`config.mk`:
```
export PLATFORM = sky130hd
export DESIGN_NAME = csg_clock_gen
export DESIGN_NICKNAME = d
export VERILOG_FILES = /design/src/hw/csg_pkg.sv /design/src/hw/csg_clock_gen.sv /design/src/hw/csg_freq_switch.sv
export SDC_FILE = /design/constraint.sdc
export NUM_CORES = 1
export LEC_CHECK = 0
export BUFFER_PORTS_ARGS = -buffer_cell sky130_fd_sc_hd__buf_2
export CAP_MARGIN = 20
export CORE_UTILIZATION = 41
export CTS_CLUSTER_DIAMETER = 80
export DETAILED_ROUTE_END_ITERATION = 8
export PLACE_DENSITY_LB_ADDON = 0.25
export SYNTH_ARGS = -nofsm -noshare
export SYNTH_HDL_FRONTEND = slang
export SYNTH_SLANG_ARGS = --single-unit
```
`constraint.sdc`:
```
create_clock -name ref_clk_i -period 1.7 [get_ports ref_clk_i]
set_clock_uncertainty 0.2 [all_clocks]
set_input_delay 0.255 -clock ref_clk_i [delete_from_list [all_inputs] [get_ports ref_clk_i]]
set_output_delay 0.255 -clock ref_clk_i [all_outputs]
set_load 0.005 [all_outputs]
```
`src/hw/csg_pkg.sv`:
```
// Shared constants, types and helpers for the clock source and gating block
package csg_pkg;

    // Register byte addresses on the special function register port
    localparam logic [19:0] CSG_ADDR_GATE_EN  = 20'hF00F0;
    localparam logic [19:0] CSG_ADDR_SLOW_CTL = 20'hF00F3;
    localparam logic [19:0] CSG_ADDR_FREQ_SEL = 20'hF00A8;

    // Reset values
    localparam logic [7:0]  CSG_GATE_EN_RST  = 8'h00;
    localparam logic [7:0]  CSG_SLOW_CTL_RST = 8'h00;

    // Peripheral clock gate enable bit positions
    localparam int          CSG_BIT_ITMR     = 7;
    localparam int          CSG_BIT_RTO      = 6;
    localparam int          CSG_BIT_ADC      = 5;
    localparam int          CSG_BIT_SERIAL   = 2;
    localparam int          CSG_BIT_TMRARR   = 0;
    localparam int          CSG_NUM_GATES    = 5;
    localparam int          CSG_GATE_POS [0:CSG_NUM_GATES-1] =
        '{CSG_BIT_ITMR, CSG_BIT_RTO, CSG_BIT_ADC, CSG_BIT_SERIAL, CSG_BIT_TMRARR};
    localparam logic [7:0]  CSG_GATE_EN_USED   = 8'hE5;
    localparam logic [7:0]  CSG_GATE_EN_NO_RTO = 8'hA5;

    // Slow clock supply bit and option byte fields
    localparam int          CSG_BIT_SUPPLY   = 4;
    localparam int          CSG_BIT_WDT_EN   = 4;
    localparam int          CSG_BIT_WDT_STBY = 0;
    localparam logic [7:0]  CSG_SLOW_CTL_USED = 8'h10;

    // Fast oscillator frequency codes
    localparam logic [2:0]  CSG_FREQ_20M     = 3'h1;
    localparam logic [2:0]  CSG_FREQ_10M     = 3'h2;
    localparam logic [2:0]  CSG_FREQ_5M      = 3'h3;
    localparam logic [2:0]  CSG_FREQ_2M5     = 3'h4;
    localparam logic [2:0]  CSG_FREQ_1M25    = 3'h5;

    // Frequency switch transition, in clocks at old and at new frequency
    localparam logic [1:0]  CSG_SW_OLD_CLKS  = 2'h3;
    localparam logic [1:0]  CSG_SW_NEW_CLKS  = 2'h3;

    typedef enum {CSG_RUN, CSG_HALT, CSG_STOP} csg_pwr_e;
    typedef enum {CSG_SW_IDLE, CSG_SW_OLD, CSG_SW_NEW} csg_sw_e;

    // One register port access
    typedef struct packed {
        logic [19:0] addr;
        logic        wr;
        logic        rd;
        logic [7:0]  mask;
        logic [7:0]  data;
    } csg_sfr_req_s;

    // Per-peripheral gating bundle
    typedef struct packed {
        logic clk_en;
        logic rst_n;
        logic wr_allow;
    } csg_gate_s;

    // Only the five listed codes are legal
    function automatic logic csg_code_legal(input logic [2:0] code);
        return (code >= CSG_FREQ_20M) && (code <= CSG_FREQ_1M25);
    endfunction

endpackage

```
`src/hw/csg_clock_gen.sv`:
```
// Clock source control, frequency select and peripheral clock gating
`timescale 1ns/10ps
// What this block does
// - Fast oscillator runs one of five boot frequencies
// - CPU runs from fast oscillator after reset
// - Stop instruction halts the fast oscillator
// - Software overrides boot frequency via select register
// - Slow oscillator never clocks the CPU
// - Slow oscillator runs if watchdog or supply set
// - Watchdog-only slow oscillator stops in standby unless option bit 0 set
// - Enable register resets zero, bit and byte writes
// - Bit 7 gates and resets the interval timer
// - Bit 6 gates the real-time output controller
// - Bit 5 gates and resets the converter
// - Bit 2 gates and resets the serial unit
// - Bit 0 gates and resets the timer array
// - Select codes one to five, reset copies boot
// - Switch: three old clocks, three new wait
module csg_clock_gen
    import csg_pkg::*;
#(
    parameter bit HAS_RTO = 1'b1                           // Real-time output present
)(
    input  wire logic                         ref_clk_i,   // 100 MHz block clock
    input  wire logic                         rst_n_i,     // Sync reset, active low
    input  wire csg_sfr_req_s                 sfr_i,       // Register port access
    output logic      [7:0]                   sfr_rdata_o, // Read data, one cycle later
    input  wire logic [7:0]                   opt_freq_i,  // Frequency option byte
    input  wire logic [7:0]                   opt_wdt_i,   // Watchdog option byte
    input  wire logic                         halt_exec_i, // CPU executes halt, pulse
    input  wire logic                         stop_exec_i, // CPU executes stop, pulse
    input  wire logic                         wake_i,      // Standby release, pulse
    output logic                              fast_osc_run_o,  // Fast oscillator on
    output logic      [2:0]                   fast_osc_code_o, // Fast oscillator code
    output logic                              cpu_clk_wait_o,  // CPU clock held
    output logic                              slow_osc_run_o,  // Slow oscillator on
    output csg_gate_s [CSG_NUM_GATES-1:0]     gate_o       // Per-peripheral gating
);

    localparam logic [7:0] GATE_EN_MASK = HAS_RTO ? CSG_GATE_EN_USED : CSG_GATE_EN_NO_RTO;

    logic [7:0] gate_en_ff;
    logic [7:0] slow_ctl_ff;
    logic [2:0] freq_sel_ff;
    logic [7:0] opt_wdt_ff;
    logic [7:0] rdata_ff;
    logic       fast_run_ff;
    logic       slow_run_ff;
    csg_pwr_e   pwr_ff;
    logic [2:0] boot_code;
    logic       sw_busy;
    logic       sw_req;
    logic [7:0] wr_bits;
    logic       hit_gate;
    logic       hit_slow;
    logic       hit_freq;

    // Illegal boot codes fall back to the fastest setting
    assign boot_code = csg_code_legal(opt_freq_i[2:0]) ? opt_freq_i[2:0] : CSG_FREQ_20M;
    assign hit_gate  = (sfr_i.addr == CSG_ADDR_GATE_EN);
    assign hit_slow  = (sfr_i.addr == CSG_ADDR_SLOW_CTL);
    assign hit_freq  = (sfr_i.addr == CSG_ADDR_FREQ_SEL);
    assign wr_bits   = sfr_i.data & sfr_i.mask;

    // Prohibited codes and writes during a switch are dropped
    assign sw_req = sfr_i.wr && hit_freq && (sfr_i.mask == 8'hFF)
                    && csg_code_legal(sfr_i.data[2:0]) && !sw_busy;

    // Peripheral enable register, merge keeps unmasked bits
    always_ff @(posedge ref_clk_i) begin
        if (!rst_n_i) begin
            gate_en_ff <= CSG_GATE_EN_RST;
        end else if (sfr_i.wr && hit_gate) begin
            gate_en_ff <= ((gate_en_ff & ~sfr_i.mask) | wr_bits) & GATE_EN_MASK;
        end
    end

    // Slow clock supply control, byte writes only
    always_ff @(posedge ref_clk_i) begin
        if (!rst_n_i) begin
            slow_ctl_ff <= CSG_SLOW_CTL_RST;
        end else if (sfr_i.wr && hit_slow && (sfr_i.mask == 8'hFF)) begin
            slow_ctl_ff <= sfr_i.data & CSG_SLOW_CTL_USED;
        end
    end

    // Frequency select mirrors the boot field until software writes it
    always_ff @(posedge ref_clk_i) begin
        if (!rst_n_i) begin
            freq_sel_ff <= boot_code;
        end else if (sw_req) begin
            freq_sel_ff <= sfr_i.data[2:0];
        end
    end

    // Watchdog option byte caught while reset is held
    always_ff @(posedge ref_clk_i) begin
        if (!rst_n_i) begin
            opt_wdt_ff <= opt_wdt_i;
        end
    end

    // Read port; unmapped addresses return zero
    always_ff @(posedge ref_clk_i) begin
        if (!rst_n_i) begin
            rdata_ff <= 8'h00;
        end else if (sfr_i.rd) begin
            if (hit_gate) begin
                rdata_ff <= gate_en_ff;
            end else if (hit_slow) begin
                rdata_ff <= slow_ctl_ff;
            end else if (hit_freq) begin
                rdata_ff <= {5'h00, freq_sel_ff};
            end else begin
                rdata_ff <= 8'h00;
            end
        end
    end

    // Standby tracking; fast oscillator only dies in stop
    always_ff @(posedge ref_clk_i) begin
        if (!rst_n_i) begin
            pwr_ff      <= CSG_RUN;
            fast_run_ff <= 1'b1;
        end else begin
            case (pwr_ff)
                CSG_RUN: begin
                    if (stop_exec_i) begin
                        pwr_ff      <= CSG_STOP;
                        fast_run_ff <= 1'b0;
                    end else if (halt_exec_i) begin
                        pwr_ff <= CSG_HALT;
                    end
                end
                CSG_HALT, CSG_STOP: begin
                    if (wake_i) begin
                        pwr_ff      <= CSG_RUN;
                        fast_run_ff <= 1'b1;
                    end
                end
                default: pwr_ff <= CSG_RUN;
            endcase
        end
    end

    // Slow oscillator demand; it is never offered to the CPU
    always_ff @(posedge ref_clk_i) begin
        if (!rst_n_i) begin
            slow_run_ff <= 1'b0;
        end else begin
            slow_run_ff <= (opt_wdt_ff[CSG_BIT_WDT_EN] || slow_ctl_ff[CSG_BIT_SUPPLY])
                && !((pwr_ff != CSG_RUN) && opt_wdt_ff[CSG_BIT_WDT_EN]
                     && !slow_ctl_ff[CSG_BIT_SUPPLY] && !opt_wdt_ff[CSG_BIT_WDT_STBY]);
        end
    end

    // Switch sequencer drives the oscillator code and CPU clock wait
    csg_freq_switch u_freq_switch (
        .ref_clk_i   (ref_clk_i),
        .rst_n_i     (rst_n_i),
        .boot_code_i (boot_code),
        .req_i       (sw_req),
        .code_i      (sfr_i.data[2:0]),
        .code_o      (fast_osc_code_o),
        .wait_o      (cpu_clk_wait_o),
        .busy_o      (sw_busy)
    );

    // Enables are flops, so a peripheral clock never sees a runt pulse
    generate
        for (genvar g = 0; g < CSG_NUM_GATES; g++) begin : g_gate
            assign gate_o[g].clk_en   = gate_en_ff[CSG_GATE_POS[g]];
            assign gate_o[g].rst_n    = gate_en_ff[CSG_GATE_POS[g]];
            assign gate_o[g].wr_allow = gate_en_ff[CSG_GATE_POS[g]];
        end
    endgenerate

    assign sfr_rdata_o    = rdata_ff;
    assign fast_osc_run_o = fast_run_ff;
    assign slow_osc_run_o = slow_run_ff;
endmodule // csg_clock_gen

```
`src/hw/csg_freq_switch.sv`:
```
// Fast oscillator frequency switch sequencer
`timescale 1ns/10ps
module csg_freq_switch
    import csg_pkg::*;
(
    input  wire logic       ref_clk_i,   // Block clock
    input  wire logic       rst_n_i,     // Sync reset, active low
    input  wire logic [2:0] boot_code_i, // Code applied at reset
    input  wire logic       req_i,       // Switch request pulse
    input  wire logic [2:0] code_i,      // Requested code
    output logic      [2:0] code_o,      // Code driven to oscillator
    output logic            wait_o,      // Clock wait at new frequency
    output logic            busy_o       // Transition in progress
);

    csg_sw_e    state_ff;
    logic [1:0] cnt_ff;
    logic [2:0] pend_ff;

    // Old clocks run out, then the new code is driven at once while the CPU clock waits
    always_ff @(posedge ref_clk_i) begin
        if (!rst_n_i) begin
            state_ff <= CSG_SW_IDLE;
            cnt_ff   <= 2'h0;
            pend_ff  <= CSG_FREQ_20M;
            code_o   <= boot_code_i;
            wait_o   <= 1'b0;
        end else begin
            case (state_ff)
                CSG_SW_IDLE: begin
                    if (req_i) begin
                        state_ff <= CSG_SW_OLD;
                        cnt_ff   <= 2'h1;
                        pend_ff  <= code_i;
                    end
                end
                CSG_SW_OLD: begin
                    if (cnt_ff == CSG_SW_OLD_CLKS) begin
                        state_ff <= CSG_SW_NEW;
                        cnt_ff   <= 2'h1;
                        code_o   <= pend_ff;
                        wait_o   <= 1'b1;
                    end else begin
                        cnt_ff <= cnt_ff + 2'h1;
                    end
                end
                CSG_SW_NEW: begin
                    if (cnt_ff == CSG_SW_NEW_CLKS) begin
                        state_ff <= CSG_SW_IDLE;
                        wait_o   <= 1'b0;
                    end else begin
                        cnt_ff <= cnt_ff + 2'h1;
                    end
                end
                default: state_ff <= CSG_SW_IDLE;
            endcase
        end
    end

    // Wait is a flop so the top output needs no decode after the state register
    assign busy_o = (state_ff != CSG_SW_IDLE);
endmodule // csg_freq_switch

```
# ---- Word-level counts from Yosys, hierarchy flattened
# Index checks and enable logic that the tools add are counted.
dict set report word_totals {
  reg_bits 97
  input_bits 59
}
dict set report classes {
  n_eq_ne 19
  addsub 1
  n_reduce_logical 33
  magnitude_cmp 4
  bitwise_logic 4
  mux 27
}
# operator n
set ops {}
lappend ops {{$mux 32} 6}
lappend ops {{$pmux 32 s3} 1}
lappend ops {{$eq 32x1->1 const B} 2}
lappend ops {{$eq 32x2->1 const B} 2}
lappend ops {{$logic_not 32->1} 2}
lappend ops {{$pmux 32 s2} 1}
lappend ops {{$reduce_bool 32->1} 2}
lappend ops {{$eq 20x20->1 const B} 3}
lappend ops {{$mux 3} 7}
lappend ops {{$and 8x8->8} 2}
lappend ops {{$logic_and 1x1->1} 13}
lappend ops {{$reduce_and 3->1} 4}
lappend ops {{$ne 2x1->1 const B} 5}
lappend ops {{$eq 8x8->1 const B} 1}
lappend ops {{$mux 8} 1}
lappend ops {{$ne 2x2->1 const B} 4}
lappend ops {{$not 8->8} 1}
lappend ops {{$or 8x8->8} 1}
lappend ops {{$ge 3x1->1 const B} 2}
lappend ops {{$le 3x3->1 const B} 2}
lappend ops {{$mux 2} 3}
lappend ops {{$pmux 2 s3} 1}
lappend ops {{$reduce_and 2->1} 3}
lappend ops {{$mux 5} 1}
lappend ops {{10 further kinds} 18}

# ---- Depth between registers and ports, before layout
dict set report logic_depth {
  word_depth 7
  depth_mapped 6
  mapped_depth_nobuf 6
}

# ---- Cells and area by module
# A second synthesis with hierarchy kept.
dict set report hier_totals {
  cells_unflattened 203
  area_unflattened_um2 1853.0
}
# module n_inst area_per_inst_um2 cells_each
set modules_own_cells {}
lappend modules_own_cells {csg_clock_gen 1 1196.1 136}
lappend modules_own_cells {csg_freq_switch 1 656.9 67}

# ---- Worst setup path after synthesis
# Ideal clock, no wire load.
dict set report synth_timing {
  path_type {input -> register}
  startpoint {input port sfr_i[17] (netlist bit)}
  endpoint {register freq_sel_ff[0], enable pin}
  required_ns 1.197
  arrival_ns 1.282
  setup_slack_ns -0.085
  stages 6
  path_cell_list {buf_4 nand2_2 or3_1 nor4_2 nand2_1 nand2_1}
}
dict set report synth_via {
  elab_chain_cells 5
}
# item line_no
set synth_lines {}
lappend synth_lines {{start: declaration} csg_clock_gen.sv:26} ;# input wire csg_sfr_req_s sfr_i,
lappend synth_lines {{$logic_and 1x1->1 (2 in series)} csg_clock_gen.sv:66} ;# assign sw_req = sfr_i.wr && hit_freq && (sfr_i.mask == 8'hFF)
lappend synth_lines {{$logic_and 1x1->1 (2 in series)} csg_clock_gen.sv:67} ;# && csg_code_legal(sfr_i.data[2:0]) && !sw_busy;
lappend synth_lines {{$ne 2x1->1 (no line)} -}
lappend synth_lines {{end signal: assignment} csg_clock_gen.sv:90} ;# freq_sel_ff <= boot_code;
lappend synth_lines {{end signal: assignment} csg_clock_gen.sv:92} ;# freq_sel_ff <= sfr_i.data[2:0];
lappend synth_lines {{end: declaration} csg_clock_gen.sv:44} ;# logic [2:0] freq_sel_ff;
# Every way passes these cells.
# A chain may end at the register's enable or synchronous reset.

# ---- Worst setup path in the final report
dict set report layout_timing {
  startpoint {input port sfr_i[31] (netlist bit)}
  endpoint {register u_freq_switch.cnt_ff[1]}
}
dict set report layout_via {
  elab_chain_cells 7
}
# item line_no
set layout_lines {}
lappend layout_lines {{$eq 20x20->1} csg_clock_gen.sv:62} ;# assign hit_freq = (sfr_i.addr == CSG_ADDR_FREQ_SEL);
lappend layout_lines {{$logic_and 1x1->1 (2 in series)} csg_clock_gen.sv:66}
lappend layout_lines {{$logic_and 1x1->1 (2 in series)} csg_clock_gen.sv:67}
lappend layout_lines {{$ne 2x2->1 (no line)} -}
lappend layout_lines {{$reduce_and 3->1 (no line)} -}
lappend layout_lines {{end signal: assignment} csg_freq_switch.sv:44} ;# cnt_ff <= cnt_ff + 2'h1;
lappend layout_lines {{end signal: assignment} csg_freq_switch.sv:52} ;# cnt_ff <= cnt_ff + 2'h1;
lappend layout_lines {{end: declaration} csg_freq_switch.sv:17} ;# logic [1:0] cnt_ff;
# Every way passes these cells.

==> results.json <==
{
  "powerDensity_mw_per_mm2": 681.0,
  "hold_depth": 3,
  "crit_buf_inv": 1,
  "yosys.area.top_type": "dfxtp_1",
  "worstPathRequired_ns": 1.66,
  "antenna_found_initial": 0,
  "drc_errors": 0,
  "synth_async_sr_flop_share_pct": 0,
  "vias": 1656,
  "synth_cell_type_count": 43,
  "clock_power_share_pct": 34.3,
  "cpLargestDelayFamily": "simple AND/OR/NAND/NOR gates",
  "crit_type": "input pin to register",
  "setup_viol": 0,
  "post_cts_buffers": 0,
  "r2r_slack_ns": 0.17,
  "cts_tree": "built",
  "cp_slowest_cell": "o41ai_4",
  "clk_pin_slew_ns": 0.06,
  "post_drt_wl_per_cell_um": 12.08,
  "dieArea_mm2": 0.004632,
  "core_area_mm2": 0.004086,
  "grt_pass1_wl_um": 6451,
  "pin_count": 88,
  "yosysWarnings": 0,
  "synthMuxAreaShare_pct": 3.916,
  "period_minus_slack_ns": 1.589,
  "dr.pass1.iters": 4,
  "synth_top_family_by_area": "simple AND/OR/NAND/NOR gates",
  "routed_wl_um": 4022,
  "syn_nets": 265,
  "grt_pass1_vias": 1507,
  "swShare_pct": 23.84,
  "fin_hold_ws_ns": 0.02965,
  "first_iter_violations": 74,
  "die_x_um": 68.06,
  "startpoint_type": "input pin",
  "synth.most_common_cell": "dfxtp_1",
  "synth.ff_latch_count": 33,
  "synth_area_mm2": 0.001789,
  "crit_arrival_ns": 1.55,
  "rsz0062_at_grt": "no",
  "fillCellCount": 395,
  "synthTopCellsByArea": "dfxtp_1 28%, edfxtp_1 13%, a21oi_1 5.0%",
  "synth-xor-area-share_pct": 0.4895,
  "drtAntennaViolNets": 0,
  "worstSetupPathDepth": 6,
  "vias_per_cell": 4.973,
  "peakVddDrop_uv": 494.9,
  "grt_max_degree": 15,
  "hold_class": "input pin to register",
  "yosysTopAreaCellShare_pct": 27.97,
  "clock_sinks": 33,
  "clock.fmax_ghz": 0.6292,
  "synthCells": 199,
  "crit_fanout": 3,
  "r2r_cells": 5,
  "ys_seq_area_share_pct": 41.40,
  "start_util_pct": 43.78,
  "status": "finished clean",
  "rows": 23,
  "finalMaxSlewViolations": 0,
  "cellInternalPower_w": 0.001229,
  "avgSynthCellArea_um2": 8.991,
  "hpwl_um": 3215,
  "netlist_top_cells_count": "25 x dfxtp_1, 22 x nand2_1, 18 x a21oi_1",
  "place_inst": 322,
  "syn2layout_area_growth_pct": 32.38,
  "clockBufferDepth": 2,
  "place_ws_ns": -0.2092,
  "power_frac_seq_pct": 52.2,
  "cts-buffers-inserted": 5,
  "crit_chain": "buf_2, nor4_2, nand3_2, o41ai_4, nand2_1, mux2i_1",
  "maxCapViolations": 0,
  "combPwrFrac_pct": 13.4,
  "nets": 348,
  "gp_congestion": 0.8511,
  "cp-end-kind": "register",
  "fp.dieH_um": 68.06,
  "yosys.area_share.simple_pct": 25.94,
  "synth_compound_area_share_pct": 14.27,
  "p_switching_w": 0.0003845,
  "final_layout_size_suffix_gt1_share_pct": 39.93,
  "fin_crit_sh_pct": 93.49,
  "grt_util_all_layers_pct": 18.69,
  "htreeDepth": 2,
  "worst_slack_ns": 0.1106,
  "synth_edf_count": 8,
  "final_cells": 333,
  "ys.flop_type": "dfxtp_1",
  "cts_root_buffer": "clkbuf_8",
  "clkLatencyLatePin_ns": 0.28,
  "finalHoldViolations": 0,
  "port-buffer-count": 74,
  "diodes": 0,
  "overflow": 0,
  "max_stage_delay_ns": 0.39,
  "p_leak_nw": 1.098,
  "fin_tns_setup_ns": 0,
  "yosys.area_share.adder_pct": 4.895
}
-- routing by layer --
| layer | vias to the layer above | GRT usage, % | routed length, um |
|---|---|---|---|
| li1 | 855 | - | - |
| met1 | 755 | 20.75 | 1715 |
| met2 | 41 | 33.46 | 2064 |
| met3 | 5 | 5.833 | 201 |
| met4 | 0 | 5.990 | 39 |
| met5 | - | 0 | 0 |
-- cell type report --
class	count	area (um^2)	share of cell area [%]
well taps	50	62.56	2.641
flip-flops and latches	33	740.7	31.27
repair buffers	93	520.5	21.98
clock inverters	1	5.005	0.2113
clock buffers	7	76.32	3.222
inverters	13	48.80	2.060
multi-input cells	136	914.6	38.62
-- cell usage in the layout (no fill, tap or decap), types with 3 or more instances in the layout --
| cell | instances |
|---|---|
| a21oi_1 | 18 |
| a31o_2 | 3 |
| buf_2 | 74 |
| buf_4 | 16 |
| clkbuf_8 | 5 |
| dfxtp_1 | 25 |
| dlygate4sd3_1 | 3 |
| edfxtp_1 | 8 |
| ha_1 | 7 |
| inv_1 | 12 |
| mux2i_1 | 7 |
| nand2_1 | 21 |
| nand2b_1 | 8 |
| nand3_1 | 11 |
| nand4_1 | 6 |
| nor2_1 | 13 |
| nor3_1 | 4 |
| nor4_2 | 3 |
| o21ai_0 | 8 |
-- timing repair --
| item | in CTS | in global routing |
|---|---|---|
| endpoints found under the setup margin | 0 | 9 |
| endpoints found under the hold margin | 2 | 1 |
| hold buffers | 2 | 1 |
| resized for setup | 0 | 2 |
-- logic make-up (layout without fill, tap and decap cells) --
kind of cell / count (synthesis) / after routing
flops: 33 / 33
xor+xnor: 1 / 1
buf+inv: 30 / 114
simple gates: 81 / 81
fa+ha+maj: 7 / 7
compound gates: 39 / 39
mux: 7 / 7
other cells: 1 / 1
-- worst paths after layout --
| path | end | start |
|---|---|---|
| worst min-delay path | register | sfr_i[5] |
| worst min register to register | sfr_rdata_o[6] | sfr_rdata_o[6] |
| worst max register to register | u_freq_switch.cnt_ff[1] | u_freq_switch.state_ff[0] |
| worst max-delay path | u_freq_switch.cnt_ff[1] | sfr_i[31] |
-- metrics by stage --
step           power [W]  area [um^2]  utilization, %
2_1_floorplan  0.0009548         1809               -
3_5_place_dp    0.001070         2245           54.93
5_1_grt         0.001693         2369           57.96
6_report        0.001613         2369           57.96
3_3_place_gp    0.001067         2245           54.93
4_1_cts         0.001623         2346           57.41
-- worst reg2reg max path, stage by stage (launching register included) --
cell and delay (ns):
dfxtp_1 0.33, inv_1 0.11, ha_1 0.24, nor2_1 0.09, or3_1 0.35, mux2i_1 0.14
-- power groups by stage --
stage                     clock, W  sequential, W  combinational [W]
final                     0.000554       0.000843           0.000217
after global routing      0.000604       0.000845           0.000243
after CTS                 0.000566       0.000843           0.000214
after detailed placement         0       0.000860           0.000209
after global placement           0       0.000860           0.000207
after floorplan                  0       0.000861          0.0000936
(Power assumes the default switching activity.)
